File: src/hw/spst_pkg.sv
// Purpose: shared constants and types of the serial status/transfer port
// Assumes: 100 MHz bus clock, registers as 8-bit words on a 32-bit Wishbone
// Notes:   register indexes become byte addresses as index*4
package spst_pkg;

    // register indexes (byte address = index * 4)
    localparam logic [7:0] IDX_CTRL1  = 8'hE8;
    localparam logic [7:0] IDX_CTRL2  = 8'hE9;
    localparam logic [7:0] IDX_BAUD   = 8'hEA;
    localparam logic [7:0] IDX_STATUS = 8'hEB;
    localparam logic [7:0] IDX_DATA   = 8'hED;
    localparam int unsigned ADR_LO    = 2;
    localparam int unsigned ADR_HI    = 9;

    // status fields and reset
    localparam int unsigned ST_RXF    = 7;
    localparam int unsigned ST_TXE    = 5;
    localparam int unsigned ST_MODE_FAULT_FLAG   = 4;
    localparam logic [7:0] STATUS_RST = 8'h20;

    // control one / two fields and resets
    localparam int unsigned CR1_EN    = 6;
    localparam int unsigned CR1_MST   = 4;
    localparam int unsigned CR1_CPOL  = 3;
    localparam int unsigned CR1_CLOCK_PHASE_SELECT  = 2;
    localparam int unsigned CR1_SSOE  = 1;
    localparam int unsigned CR1_LSBF  = 0;
    localparam int unsigned CR2_FDEN  = 4;
    localparam logic [7:0] CR1_RST    = 8'h04;
    localparam logic [7:0] CR2_RST    = 8'h00;
    localparam logic [7:0] BAUD_RST   = 8'h03;
    localparam logic [7:0] DATA_RST   = 8'h00;

    // transfer format
    localparam logic [4:0] XFER_EDGES = 5'h10;
    localparam int unsigned BYTE_W    = 8;

    // least slave-select high time seen as a real deassertion (half link clock)
    localparam int unsigned CLK_PERIOD_PS = 10000;
    localparam int unsigned SS_IDLE_PS    = 62500;
    localparam int unsigned SS_IDLE_CYC   = (SS_IDLE_PS + CLK_PERIOD_PS - 1) / CLK_PERIOD_PS;

    typedef enum logic [2:0] {ST_IDLE, ST_LEAD, ST_EDGE, ST_TRAIL, ST_GAP} spst_state_e;

    // one bit per link pin
    typedef struct packed {
        logic sck;
        logic mosi;
        logic miso;
        logic ss_n;
    } spst_pin_s;

    typedef struct packed {
        logic [7:0] cnt;
        logic       tick;
    } spst_tick_s;

    typedef struct packed {
        spst_state_e st;
        logic [7:0]  cr1;
        logic [7:0]  cr2;
        logic [7:0]  baud;
        logic        rxf;
        logic        txe;
        logic        mode_fault_flag;
        logic        arm_rx;
        logic        arm_tx;
        logic        arm_mf;
        logic [7:0]  tx_buf;
        logic [7:0]  rx_data;
        logic [7:0]  shreg;
        logic        latched;
        logic [4:0]  edge_cnt;
        logic [3:0]  idle_cnt;
        logic        sck_prev;
        logic        ss_prev;
        logic        ack;
        logic [7:0]  rdat;
        spst_pin_s   po;
        spst_pin_s   poe_n;
    } spst_core_s;

endpackage : spst_pkg

File: src/hw/spst_sync.sv
// Purpose: two-stage synchroniser for pin inputs
// Assumes: inputs asynchronous to clk_i
// Notes:   only the second stage leaves this module
module spst_sync
    import spst_pkg::*;
#(
    parameter int unsigned W = 4
)(
    // clock and reset
    input  wire logic         clk_i,
    input  wire logic         rst_i,
    input  wire logic         ce_i,
    // data
    input  wire logic [W-1:0] d_i,
    output logic      [W-1:0] q_o
);
    typedef struct packed {
        logic [W-1:0] meta;
        logic [W-1:0] stab;
    } spst_sync_s;

    spst_sync_s s_q;
    spst_sync_s s_d;

    if (W < 1)
    begin : g_chk
        $error("spst_sync: W must be at least 1");
    end

    always_comb
    begin
        s_d      = s_q;
        s_d.meta = d_i;
        s_d.stab = s_q.meta;
    end

    // idle pins read high, so reset to ones
    always_ff @(posedge clk_i)
    begin
        if (rst_i)
            s_q <= '1;
        else if (ce_i)
            s_q <= s_d;
    end

    assign q_o = s_q.stab;

endmodule : spst_sync

File: src/hw/spst_tick.sv
// Purpose: half link-clock period tick for the master timing
// Assumes: run_i low for at least one cycle restarts the period
// Notes:   tick_o pulses every div_i+1 cycles while run_i is high
module spst_tick
    import spst_pkg::*;
(
    // clock and reset
    input  wire logic       clk_i,
    input  wire logic       rst_i,
    input  wire logic       ce_i,
    // control
    input  wire logic       run_i,
    input  wire logic [7:0] div_i,
    output logic            tick_o
);
    spst_tick_s t_q;
    spst_tick_s t_d;

    always_comb
    begin
        t_d      = t_q;
        t_d.tick = 1'b0;
        if (!run_i)
            t_d.cnt = 8'h00;
        else if (t_q.cnt == div_i)
        begin
            t_d.cnt  = 8'h00;
            t_d.tick = 1'b1;
        end
        else
            t_d.cnt = t_q.cnt + 8'h01;
    end

    always_ff @(posedge clk_i)
    begin
        if (rst_i)
            t_q <= '0;
        else if (ce_i)
            t_q <= t_d;
    end

    assign tick_o = t_q.tick;

endmodule : spst_tick

File: src/hw/spst_core.sv
// Purpose: byte-wide serial port, master or slave, with status and data registers
// Assumes: classic Wishbone, 8-bit registers in the low byte of each word
// Notes:   link pins pass two flip-flops before use; enables are active low
//
// The Wishbone interface to the registers was left to the implementer.
module spst_core
    import spst_pkg::*;
#(
    parameter int unsigned SS_IDLE_CYCLES = SS_IDLE_CYC
)(
    // clock and reset
    input  wire logic        clk_i,
    input  wire logic        rst_i,
    input  wire logic        ce_i,
    // wishbone slave
    input  wire logic        wb_cyc_i,
    input  wire logic        wb_stb_i,
    input  wire logic        wb_we_i,
    input  wire logic [31:0] wb_adr_i,
    input  wire logic [3:0]  wb_sel_i,
    input  wire logic [31:0] wb_dat_i,
    output logic      [31:0] wb_dat_o,
    output logic             wb_ack_o,
    // link pins
    input  wire spst_pin_s   pins_i,
    output spst_pin_s        pins_o,
    output spst_pin_s        pins_oe_n_o
);
    localparam logic [3:0] IDLE_MAX = 4'(SS_IDLE_CYCLES);

    if (SS_IDLE_CYCLES < 1 || SS_IDLE_CYCLES > 15)
    begin : g_chk
        $error("spst_core: SS_IDLE_CYCLES must be 1..15");
    end

    spst_core_s c_q;
    spst_core_s c_d;
    spst_pin_s  pin_s;
    logic       tick;
    logic       take;
    logic [7:0] idx;
    logic [7:0] stat;

    function automatic logic [7:0] shift_in(input logic [7:0] v, input logic b,
                                            input logic lsbf);
        return lsbf ? {b, v[7:1]} : {v[6:0], b};
    endfunction : shift_in

    function automatic logic out_bit(input logic [7:0] v, input logic lsbf);
        return lsbf ? v[0] : v[7];
    endfunction : out_bit

    spst_sync #(.W(4)) u_sync (
        .clk_i (clk_i),
        .rst_i (rst_i),
        .ce_i  (ce_i),
        .d_i   (pins_i),
        .q_o   (pin_s)
    );

    spst_tick u_tick (
        .clk_i  (clk_i),
        .rst_i  (rst_i),
        .ce_i   (ce_i),
        .run_i  (c_q.st != ST_IDLE),
        .div_i  (c_q.baud),
        .tick_o (tick)
    );

    assign take = wb_cyc_i & wb_stb_i & ~c_q.ack;
    assign idx  = wb_adr_i[ADR_HI:ADR_LO];

    always_comb
    begin
        stat          = 8'h00;
        stat[ST_RXF]  = c_q.rxf;
        stat[ST_TXE]  = c_q.txe;
        stat[ST_MODE_FAULT_FLAG] = c_q.mode_fault_flag;
    end

    always_comb
    begin
        logic       en;
        logic       mst;
        logic       clock_phase_select;
        logic       lsbf;
        logic       ev;
        logic       sin;
        logic [4:0] n;
        en   = c_q.cr1[CR1_EN];
        mst  = c_q.cr1[CR1_MST];
        clock_phase_select = c_q.cr1[CR1_CLOCK_PHASE_SELECT];
        lsbf = c_q.cr1[CR1_LSBF];
        n    = c_q.edge_cnt + 5'h01;
        sin  = mst ? pin_s.miso : pin_s.mosi;
        ev   = en && (mst ? (c_q.st == ST_EDGE && tick)
                          : (!pin_s.ss_n && pin_s.sck != c_q.sck_prev));

        c_d          = c_q;
        c_d.ack      = take;
        c_d.sck_prev = pin_s.sck;
        c_d.ss_prev  = pin_s.ss_n;

        // bus side first, so that serial events below win over clears
        if (take)
        begin
            c_d.rdat = 8'h00;
            if (!wb_we_i)
            begin
                case (idx)
                    IDX_CTRL1:  c_d.rdat = c_q.cr1;
                    IDX_CTRL2:  c_d.rdat = c_q.cr2;
                    IDX_BAUD:   c_d.rdat = c_q.baud;
                    IDX_STATUS:
                    begin
                        c_d.rdat   = stat;
                        c_d.arm_rx = c_q.rxf;
                        c_d.arm_tx = c_q.txe;
                        c_d.arm_mf = c_q.mode_fault_flag;
                    end
                    IDX_DATA:
                    begin
                        c_d.rdat   = c_q.rx_data;
                        c_d.arm_rx = 1'b0;
                        if (c_q.arm_rx)
                            c_d.rxf = 1'b0;
                    end
                    default:    c_d.rdat = 8'h00;
                endcase
            end
            else if (wb_sel_i[0])
            begin
                case (idx)
                    IDX_CTRL1:
                    begin
                        c_d.cr1    = wb_dat_i[7:0];
                        c_d.arm_mf = 1'b0;
                        if (c_q.arm_mf)
                            c_d.mode_fault_flag = 1'b0;
                    end
                    IDX_CTRL2:  c_d.cr2  = wb_dat_i[7:0];
                    IDX_BAUD:   c_d.baud = wb_dat_i[7:0];
                    IDX_DATA:
                    begin
                        // unarmed writes are dropped without notice
                        c_d.arm_tx = 1'b0;
                        if (c_q.arm_tx)
                        begin
                            c_d.tx_buf = wb_dat_i[7:0];
                            c_d.txe    = 1'b0;
                        end
                    end
                    default:    c_d.rdat = 8'h00;   // status and holes ignore writes
                endcase
            end
        end

        // slave-select high time, saturating
        if (pin_s.ss_n)
        begin
            if (c_q.idle_cnt != IDLE_MAX)
                c_d.idle_cnt = c_q.idle_cnt + 4'h1;
        end
        else
            c_d.idle_cnt = 4'h0;

        // master sequencing
        unique case (c_q.st)
            ST_IDLE:
            begin
                c_d.po.sck  = c_q.cr1[CR1_CPOL];
                c_d.po.ss_n = 1'b1;
                if (en && mst && !c_q.txe && !c_q.mode_fault_flag)
                begin
                    c_d.st       = ST_LEAD;
                    c_d.shreg    = c_q.tx_buf;
                    c_d.txe      = 1'b1;
                    c_d.edge_cnt = 5'h00;
                    c_d.po.ss_n  = 1'b0;
                    if (!clock_phase_select)
                    begin
                        c_d.po.mosi = out_bit(c_q.tx_buf, lsbf);
                        c_d.po.miso = c_d.po.mosi;
                    end
                end
            end
            ST_LEAD:
                if (tick)
                    c_d.st = ST_EDGE;
            ST_EDGE:
                if (ev)
                begin
                    c_d.po.sck = ~c_q.po.sck;
                    if (n == XFER_EDGES)
                        c_d.st = ST_TRAIL;
                end
            ST_TRAIL:
                if (tick)
                begin
                    c_d.st      = ST_GAP;
                    c_d.po.ss_n = 1'b1;
                end
            ST_GAP:
                if (tick)
                    c_d.st = ST_IDLE;
        endcase

        // slave start on a select fall
        if (en && !mst && c_q.ss_prev && !pin_s.ss_n)
        begin
            c_d.edge_cnt = 5'h00;
            // a short high pulse keeps the received byte queued
            if (c_q.idle_cnt == IDLE_MAX)
            begin
                c_d.shreg = c_d.tx_buf;
                c_d.txe   = 1'b1;
            end
            if (!clock_phase_select)
            begin
                c_d.po.miso = out_bit(c_d.shreg, lsbf);
                c_d.po.mosi = c_d.po.miso;
            end
        end
        else if (!mst && pin_s.ss_n)
            c_d.edge_cnt = 5'h00;

        // common edge processing
        if (ev)
        begin
            c_d.edge_cnt = n;
            if (clock_phase_select ? !n[0] : n[0])
                c_d.latched = sin;
            if (clock_phase_select ? (n[0] && n >= 5'h03) : !n[0])
                c_d.shreg = shift_in(c_q.shreg, c_q.latched, lsbf);
            if (clock_phase_select && n == XFER_EDGES)
                c_d.shreg = shift_in(c_q.shreg, sin, lsbf);
            if (clock_phase_select ? n[0] : !n[0])
            begin
                c_d.po.mosi = out_bit(c_d.shreg, lsbf);
                c_d.po.miso = c_d.po.mosi;
            end
            if (n == XFER_EDGES)
            begin
                // shift register keeps the byte for a slave held selected
                c_d.edge_cnt = 5'h00;
                // a clearing data read in this cycle frees the register: set wins
                if (!c_d.rxf)
                begin
                    c_d.rx_data = c_d.shreg;
                    c_d.rxf     = 1'b1;
                end
            end
        end

        if (!en || !mst)
        begin
            c_d.st      = ST_IDLE;
            c_d.po.sck  = c_q.cr1[CR1_CPOL];
            c_d.po.ss_n = 1'b1;
        end

        if (en && mst && c_q.cr2[CR2_FDEN] && !c_q.cr1[CR1_SSOE]
            && c_q.ss_prev && !pin_s.ss_n)
        begin
            c_d.mode_fault_flag    = 1'b1;
            c_d.st      = ST_IDLE;
            c_d.po.sck  = c_q.cr1[CR1_CPOL];
            c_d.po.ss_n = 1'b1;
        end

        // a faulted master lets go of the link
        c_d.poe_n.sck  = !(en && mst && !c_q.mode_fault_flag);
        c_d.poe_n.mosi = !(en && mst && !c_q.mode_fault_flag);
        c_d.poe_n.ss_n = !(en && mst && c_q.cr1[CR1_SSOE] && !c_q.mode_fault_flag);
        c_d.poe_n.miso = !(en && !mst && !pin_s.ss_n);
    end

    always_ff @(posedge clk_i)
    begin
        if (rst_i)
        begin
            c_q          <= '0;
            c_q.st       <= ST_IDLE;
            c_q.cr1      <= CR1_RST;
            c_q.cr2      <= CR2_RST;
            c_q.baud     <= BAUD_RST;
            c_q.txe      <= STATUS_RST[ST_TXE];
            c_q.tx_buf   <= DATA_RST;
            c_q.idle_cnt <= IDLE_MAX;
            c_q.sck_prev <= 1'b1;
            c_q.ss_prev  <= 1'b1;
            c_q.po       <= '1;
            c_q.poe_n    <= '1;
        end
        else if (ce_i)
            c_q <= c_d;
    end

    assign wb_ack_o    = c_q.ack;
    assign wb_dat_o    = {24'h000000, c_q.rdat};
    assign pins_o      = c_q.po;
    assign pins_oe_n_o = c_q.poe_n;

    // helpers for the checks below
    logic [4:0] sck_toggles_q;
    logic       st_rd_q;
    always_ff @(posedge clk_i)
    begin
        if (rst_i || c_q.st == ST_IDLE)
            sck_toggles_q <= 5'h00;
        else if (ce_i && c_d.po.sck != c_q.po.sck)
            sck_toggles_q <= sck_toggles_q + 5'h01;
        st_rd_q <= take && !wb_we_i && idx == IDX_STATUS;
    end
endmodule : spst_core

File: config.mk
export PLATFORM = sky130hd
export DESIGN_NAME = spst_core
export DESIGN_NICKNAME = d
export VERILOG_FILES = /design/src/hw/spst_pkg.sv /design/src/hw/spst_sync.sv /design/src/hw/spst_tick.sv /design/src/hw/spst_core.sv
export SDC_FILE = /design/constraint.sdc
export NUM_CORES = 1
export LEC_CHECK = 0
export ABC_CLOCK_PERIOD_IN_PS = 3000
export BUFFER_PORTS_ARGS = -buffer_cell sky130_fd_sc_hd__buf_2
export CORE_UTILIZATION = 45
export DETAILED_ROUTE_END_ITERATION = 8
export GPL_TIMING_DRIVEN = 1
export HOLD_SLACK_MARGIN = 0.1
export PLACE_DENSITY = 0.74
export SYNTH_ARGS = -nofsm -noshare
export SYNTH_HDL_FRONTEND = slang
export SYNTH_HIERARCHICAL = 1
export SYNTH_SLANG_ARGS = --single-unit
File: constraint.sdc
create_clock -name clk_i -period 3 [get_ports clk_i]
set_input_delay 0 -clock clk_i [delete_from_list [all_inputs] [get_ports clk_i]]
set_output_delay 0 -clock clk_i [all_outputs]
set_load 0.01 [all_outputs]
==> results of run 1 <==
==> per-stage QoR <==
| stage | instances | util, % | power (W) | hold WS (ns) |
|---|---|---|---|---|
| floorplan | 739 | - | 0.00161 | 0.122 |
| global placement | 880 | 47.5 | 0.00166 | 0.209 |
| detailed placement | 880 | 47.5 | 0.00166 | 0.214 |
| CTS | 909 | 51.2 | 0.00300 | 0.111 |
| global route | 909 | 51.2 | 0.00309 | 0.125 |
| finish | 909 | 51.2 | 0.00299 | 0.111 |
==> area by class of cell <==
cell class                 instances  area, um2  share of cell area, %
timing repair buffer              72        465                   7.12
inverter                          14       52.6                  0.804
sequential                       102       2040                   31.2
clock inverter                     6        110                   1.68
multi-input combinational        533       3420                   52.4
clock buffer                      10        229                   3.50
tap                              172        215                   3.29
==> worst register-to-register path, cell delays in order, from the launching register on <==
cell     delay (ns)
dfxtp_1        0.54
inv_1          0.16
ha_1           0.32
nor4b_1        0.25
a21oi_1        0.11
a21oi_1        0.21
nand2_1        0.16
and3_1         0.18
o32ai_1        0.36
a21oi_1        0.13
==> cell usage after synthesis, drive strengths merged (9+ instances only) <==
library cell,count,area (um2)
a211o,9,86.3
a21oi,45,229
a31oi,11,68.8
buf,63,443
clkbuf,27,101
dfxtp,102,2040
inv,14,52.6
mux2i,68,681
nand2,75,284
nand2b,11,68.8
nand3,22,110
nor2,80,300
nor2b,13,81.3
nor3,18,95.1
o21ai,22,110
xnor2,11,96.3
==> metal layers <==
layer / wire length (um) / GRT usage, % / up-vias
met4: 307 / 8.69 / 0
li1: - / - / 2540
met2: 6860 / 35.9 / 146
met1: 6770 / 29.1 / 2441
met3: 768 / 4.94 / 24
met5: 0 / 0 / -
==> cells by family (layout without fill, tap and decap cells) <==
family | count (synthesis) | in the layout | synth area share (%)
AOI/OAI and AO/OA | 151 | 151 | 18.1
xor gates and xnor gates | 11 | 11 | 1.61
adders and majority gates | 5 | 5 | 1.05
buffers and inverters | 104 | 102 | 9.99
DFF | 102 | 102 | 34.2
muxes | 73 | 73 | 12.3
other | 1 | 24 | 0.0628
and+or+nand+nor | 269 | 269 | 22.6
==> where the power goes <==
group          internal [W]  total, W  leakage [nW]  switching, W
registers           0.00137   0.00139         0.826     0.0000178
clock network      0.000814   0.00135         0.159      0.000532
logic             0.0000940  0.000256          1.53      0.000162
==> placed cells by master (no fill, tap or decap), types with 4 or more instances in the layout <==
master / netlist / layout
buf_4: 40 / 16
o221ai_1: 6 / 6
o2111ai_1: 6 / 6
a21oi_1: 44 / 44
o211ai_1: 4 / 4
or2_2: 4 / 4
nor3_1: 17 / 17
dlygate4sd3_1: 0 / 13
a211o_2: 6 / 6
a22oi_1: 7 / 7
nand3_1: 22 / 22
ha_1: 5 / 5
dfxtp_1: 102 / 102
nor4_1: 8 / 8
nand2_1: 74 / 74
mux2_2: 5 / 5
buf_2: 15 / 43
o21ai_0: 22 / 22
and3_1: 4 / 4
nand2b_1: 11 / 11
mux2i_1: 68 / 68
a221o_1: 5 / 5
a31oi_1: 11 / 11
nor4b_1: 4 / 4
nor2b_1: 13 / 13
xnor2_1: 11 / 11
inv_1: 14 / 14
a211oi_1: 4 / 4
nor2_1: 80 / 80
o22ai_1: 7 / 7
nand4b_1: 4 / 4
clkbuf_16: 0 / 9
conb_1: 1 / 24
==> worst paths after layout <==
check             depth (start not counted)  startpoint              to  slack, ns
setup reg to reg                          9     c_q[23]       pins_o[2]       0.46
hold reg to reg                           2   pins_o[1]       pins_o[1]       0.45
setup / recovery                          9     c_q[23]       pins_o[2]       0.46
hold / removal                            3        ce_i  pins_oe_n_o[1]       0.11
==> timing repair <==
| item | 4_1_cts | 5_1_grt |
|---|---|---|
| hold endpoints to repair | 38 | 0 |
| hold buffers | 13 | 0 |
| gates resized for setup | 0 | 0 |
==> registers in the layout, summed over array words and instances, names as in the netlist <==
signal         flops
c_q               69
u_tick/t_q         8
wb_dat_o           8
pins_o             4
u_sync/q_o         4
u_sync/s_d         4
pins_oe_n_o        3
u_tick/tick_o      1
wb_ack_o           1
==> impl_metrics.py, run 1 <==
metrics = {
    "synth": {
        "syn_inst": 716,
        "avgSynthCellArea_um2": 8.34,
        "ys_seq_area_share_pct": 34.2,
        "synthFlopType": "dfxtp_1",
        "ys_seq_elements": 102,
        "yosysWarnings": 6,
        "synth_edf_count": 0,
        "synth_async_sr_flop_share_pct": 0,
        "synth_area_um2": 5970,
        "synth.distinct_cells": 69,
    },
    "global_route": {
        "grtUsageTotal_pct": 22.3,
        "grt_max_degree": 59,
        "antenna_found_initial": 0,
        "grt_pass1_wl_um": 23600,
        "grt_pass1_vias": 4666,
        "overflow": 0,
    },
    "pwr": {
        "irDropWorstVdd_v": 0.000275,
        "power.density_nw_per_um2": 458,
        "leakage_nw": 2.51,
    },
    "finish": {
        "final_cell_area_um2": 6540,
        "syn2layout_area_growth_pct": 9.40,
        "layout-drive-gt1-share_pct": 13.8,
        "final_nets": 815,
        "antenna_cells": 0,
        "num-fill-cells": 1193,
    },
    "worst_hold_path": {
        "hold_class": "in -> reg",
    },
    "worst_setup_path": {
        "slowest_stage": "dfxtp_1",
        "crit_required_ns": 3.23,
        "end_kind": "flop",
        "crit_type": "reg -> reg",
        "worstSetupStartpointType": "flop",
        "critical_path.max_stage_delay_ns": 0.54,
        "critPathBufInv": 1,
        "critPathMostFrequentCell": "a21oi_1",
        "crit_chain": "inv_1, ha_1, nor4b_1, a21oi_1, a21oi_1, nand2_1, and3_1, o32ai_1, a21oi_1",
        "crit_arrival_ns": 2.77,
        "path_delay_family": "compound AO/OA/AOI/OAI gates",
        "path_max_fanout": 10,
    },
    "placement": {
        "hpwl_um": 10000,
        "gp_congestion": 0.859,
        "dp_worst_setup_slack_ns": 0.518,
        "placed_cell_area_um2": 6070,
        "port_buffers": 43,
    },
    "sta": {
        "max_freq_mhz": 394,
        "setup_tns_ns": 0,
        "slew_headroom_pct": 52.1,
        "rsz0062_at_grt": "no",
        "hold_viol_final": 0,
        "fin_crit_sh_pct": 84.6,
        "setup_ws_ns": 0.461,
        "drv_slew": 0,
        "setup_viol": 0,
        "worst_pin_slew_ns": 0.711,
        "period_needed_ns": 2.54,
        "finalClockSkew_ns": 0.00824,
    },
    "clock_tree": {
        "cts_sinks": 102,
        "htree_levels": 3,
        "insertion_delay_ns": 0.36,
        "cts_setup_buffers": 0,
        "cts.reportedPaths.clkPinSlew_ns": 0.07,
        "cts_tree": "done",
        "cts-root-buf": "clkbuf_16",
        "clockBufferDepth": 2,
        "cts_buffers": 9,
    },
    "die": {
        "die_h_um": 117,
        "core_area_um2": 12800,
        "fp-row-count": 41,
        "die_area_um2": 13700,
        "initial_core_util_pct": 46.8,
        "ios": 119,
        "die_x_um": 117,
    },
    "drt": {
        "drt_iter0_drc": 472,
        "drt-total-wl_um": 14700,
        "drc": 0,
        "via_per_inst": 5.67,
        "avgRoutedWirePerCell_um": 16.2,
        "vias": 5151,
        "firstDrtPassIters": 5,
        "ant_nets": 0,
    },
    "flow_run": {
        "maxCapViolCount": 0,
    },
    "status": {
        "status": "complete, no violations",
    },
}
Note: power is estimated with default switching activity, not from simulation.
==> inputs of run 2 (changes only) <==
--- a/config.mk
+++ b/config.mk
@@ -5,7 +5,7 @@
 export SDC_FILE = /design/constraint.sdc
 export NUM_CORES = 1
 export LEC_CHECK = 0
-export ABC_CLOCK_PERIOD_IN_PS = 3000
+export ABC_CLOCK_PERIOD_IN_PS = 2400
 export BUFFER_PORTS_ARGS = -buffer_cell sky130_fd_sc_hd__buf_2
 export CORE_UTILIZATION = 45
 export DETAILED_ROUTE_END_ITERATION = 8
==> constraint.sdc (replaced) <==
create_clock -name clk_i -period 2.4 [get_ports clk_i]
set_input_delay 0 -clock clk_i [delete_from_list [all_inputs] [get_ports clk_i]]
set_output_delay 0 -clock clk_i [all_outputs]
set_load 0.01 [all_outputs]
==> run 2 against run 1 <==
Net effect:
- final cell count up 3.2%
- first-iteration DRC count shrank 0.64%
- wire length is 0.60% lower
- sequential share of layout area fell by 0.98 points
- register-to-register slack lost 0.31 ns
- sequential power increased by 25%
- critical path depth decreased by 3
- highest routed layer unchanged
==> impl_metrics.py, run 2 (synthesis gave the netlist of run 1 again) <==
metrics = {
    "finish": {
        "final_nets": 844,
        "layout_commonest_cell": "dfxtp_1",
        "antenna_cells": 0,
        "top_register": "c_q",
        "mostFrequentLayoutCells": "dfxtp_1, nor2_1, nand2_1, mux2i_1",
        "utilization_pct": 52.8,
        "syn2layout_area_growth_pct": 12.9,
        "num-fill-cells": 1167,
        "stdcell_count": 938,
        "layout-drive-gt1-share_pct": 17.9,
        "largest_reg_flops": 69,
    },
    "worst_setup_path": {
        "crit_required_ns": 2.69,
        "end_kind": "flop",
        "path_max_fanout": 12,
        "worstSetupStartpointType": "flop",
        "crit_type": "reg -> reg",
        "crit_arrival_ns": 2.55,
    },
    "drt": {
        "vias": 5255,
        "ant_nets": 0,
        "drc": 0,
        "via_per_inst": 5.60,
        "drt-total-wl_um": 14600,
        "avgRoutedWirePerCell_um": 15.6,
        "drt_iter0_drc": 469,
        "firstDrtPassIters": 5,
    },
    "die": {
        "die_area_um2": 13700,
        "die_h_um": 117,
        "ios": 119,
        "initial_core_util_pct": 46.8,
        "core_area_um2": 12800,
        "die_x_um": 117,
        "fp-row-count": 41,
    },
    "pwr": {
        "power.density_nw_per_um2": 521,
        "totalPowerFinal_w": 0.00352,
        "irDropWorstVdd_v": 0.000354,
        "leakage_nw": 2.65,
    },
    "worst_hold_path": {
        "hold_class": "in -> reg",
    },
    "clock_tree": {
        "cts.reportedPaths.clkPinSlew_ns": 0.07,
        "insertion_delay_ns": 0.35,
        "cts_tree": "done",
        "cts_sinks": 102,
        "cts_setup_buffers": 0,
        "cts-root-buf": "clkbuf_16",
        "htree_levels": 3,
        "cts_buffers": 9,
        "clockBufferDepth": 2,
    },
    "sta": {
        "drv_slew": 0,
        "slew_headroom_pct": 54.2,
        "finalClockSkew_ns": 0.00862,
        "max_freq_mhz": 444,
        "setup_viol": 0,
        "setup_tns_ns": 0,
        "rsz0062_at_grt": "no",
        "period_needed_ns": 2.25,
        "fin_crit_sh_pct": 93.8,
        "hold_viol_final": 0,
        "whs_ns": 0.161,
        "worst_pin_slew_ns": 0.680,
    },
    "global_route": {
        "overflow": 0,
        "grtUsageTotal_pct": 21.9,
        "grt_pass1_wl_um": 23300,
        "antenna_found_initial": 0,
        "grt_pass1_vias": 4641,
        "grt_max_degree": 49,
    },
    "placement": {
        "dp_cells": 907,
        "gp_congestion": 0.883,
        "hpwl_um": 10400,
        "port_buffers": 43,
    },
    "flow_run": {
        "maxCapViolCount": 0,
    },
    "status": {
        "status": "complete, no violations",
    },
}
## run 2: repair_timing
action	CTS	global route
endpoints found under the hold margin	40	0
resized for setup	0	8
endpoints found under the setup margin	0	11
hold buffers	15	0
## run 2: worst max-delay path, cell delays in order (launching register included)
cell           delay, ns
dfxtp_1             0.32
and3b_2             0.25
nand2_1             0.09
buf_4               0.19
or4b_2              0.65
a21oi_2             0.14
dlygate4sd3_1       0.55
## run 2: power by group
part	leakage (nW)	internal (W)	switching, W
clock network	0.143	0.000770	0.000658
logic	1.68	0.000142	0.000208
registers	0.826	0.00172	0.0000224
## run 2: cell type report
cell class / instances / area, um2 / share of cell area, %
timing repair buffer: 101 / 688 / 10.2
sequential: 102 / 2040 / 30.3
clock inverter: 5 / 38.8 / 0.575
clock buffer: 11 / 253 / 3.75
multi-input combinational: 533 / 3460 / 51.3
tap: 172 / 215 / 3.19
inverter: 14 / 52.6 / 0.779
## run 2: layer usage
layer	GRT usage (%)	up-vias	wire, um
met3	4.27	18	811
li1	-	2610	-
met5	0	-	0
met1	28.5	2466	6600
met4	7.17	0	232
met2	36.2	161	6980
## run 2: worst paths after layout
path	startpoint	endpoint	slack (ns)	depth (start not counted)
setup / recovery	wb_ack_o	c_q[54]	0.15	6
hold / removal	rst_i	u_tick/t_q[5]	0.16	2
setup reg to reg	wb_ack_o	c_q[54]	0.15	6
hold reg to reg	c_q[67]	c_q[67]	0.46	2
## run 2: through the flow
step,instance area (um2),setup WS [ns]
floorplan,6060,0.0225
global placement,6270,0.152
finish,6750,0.148
detailed placement,6270,0.129
CTS,6710,0.117
global route,6750,0.00942
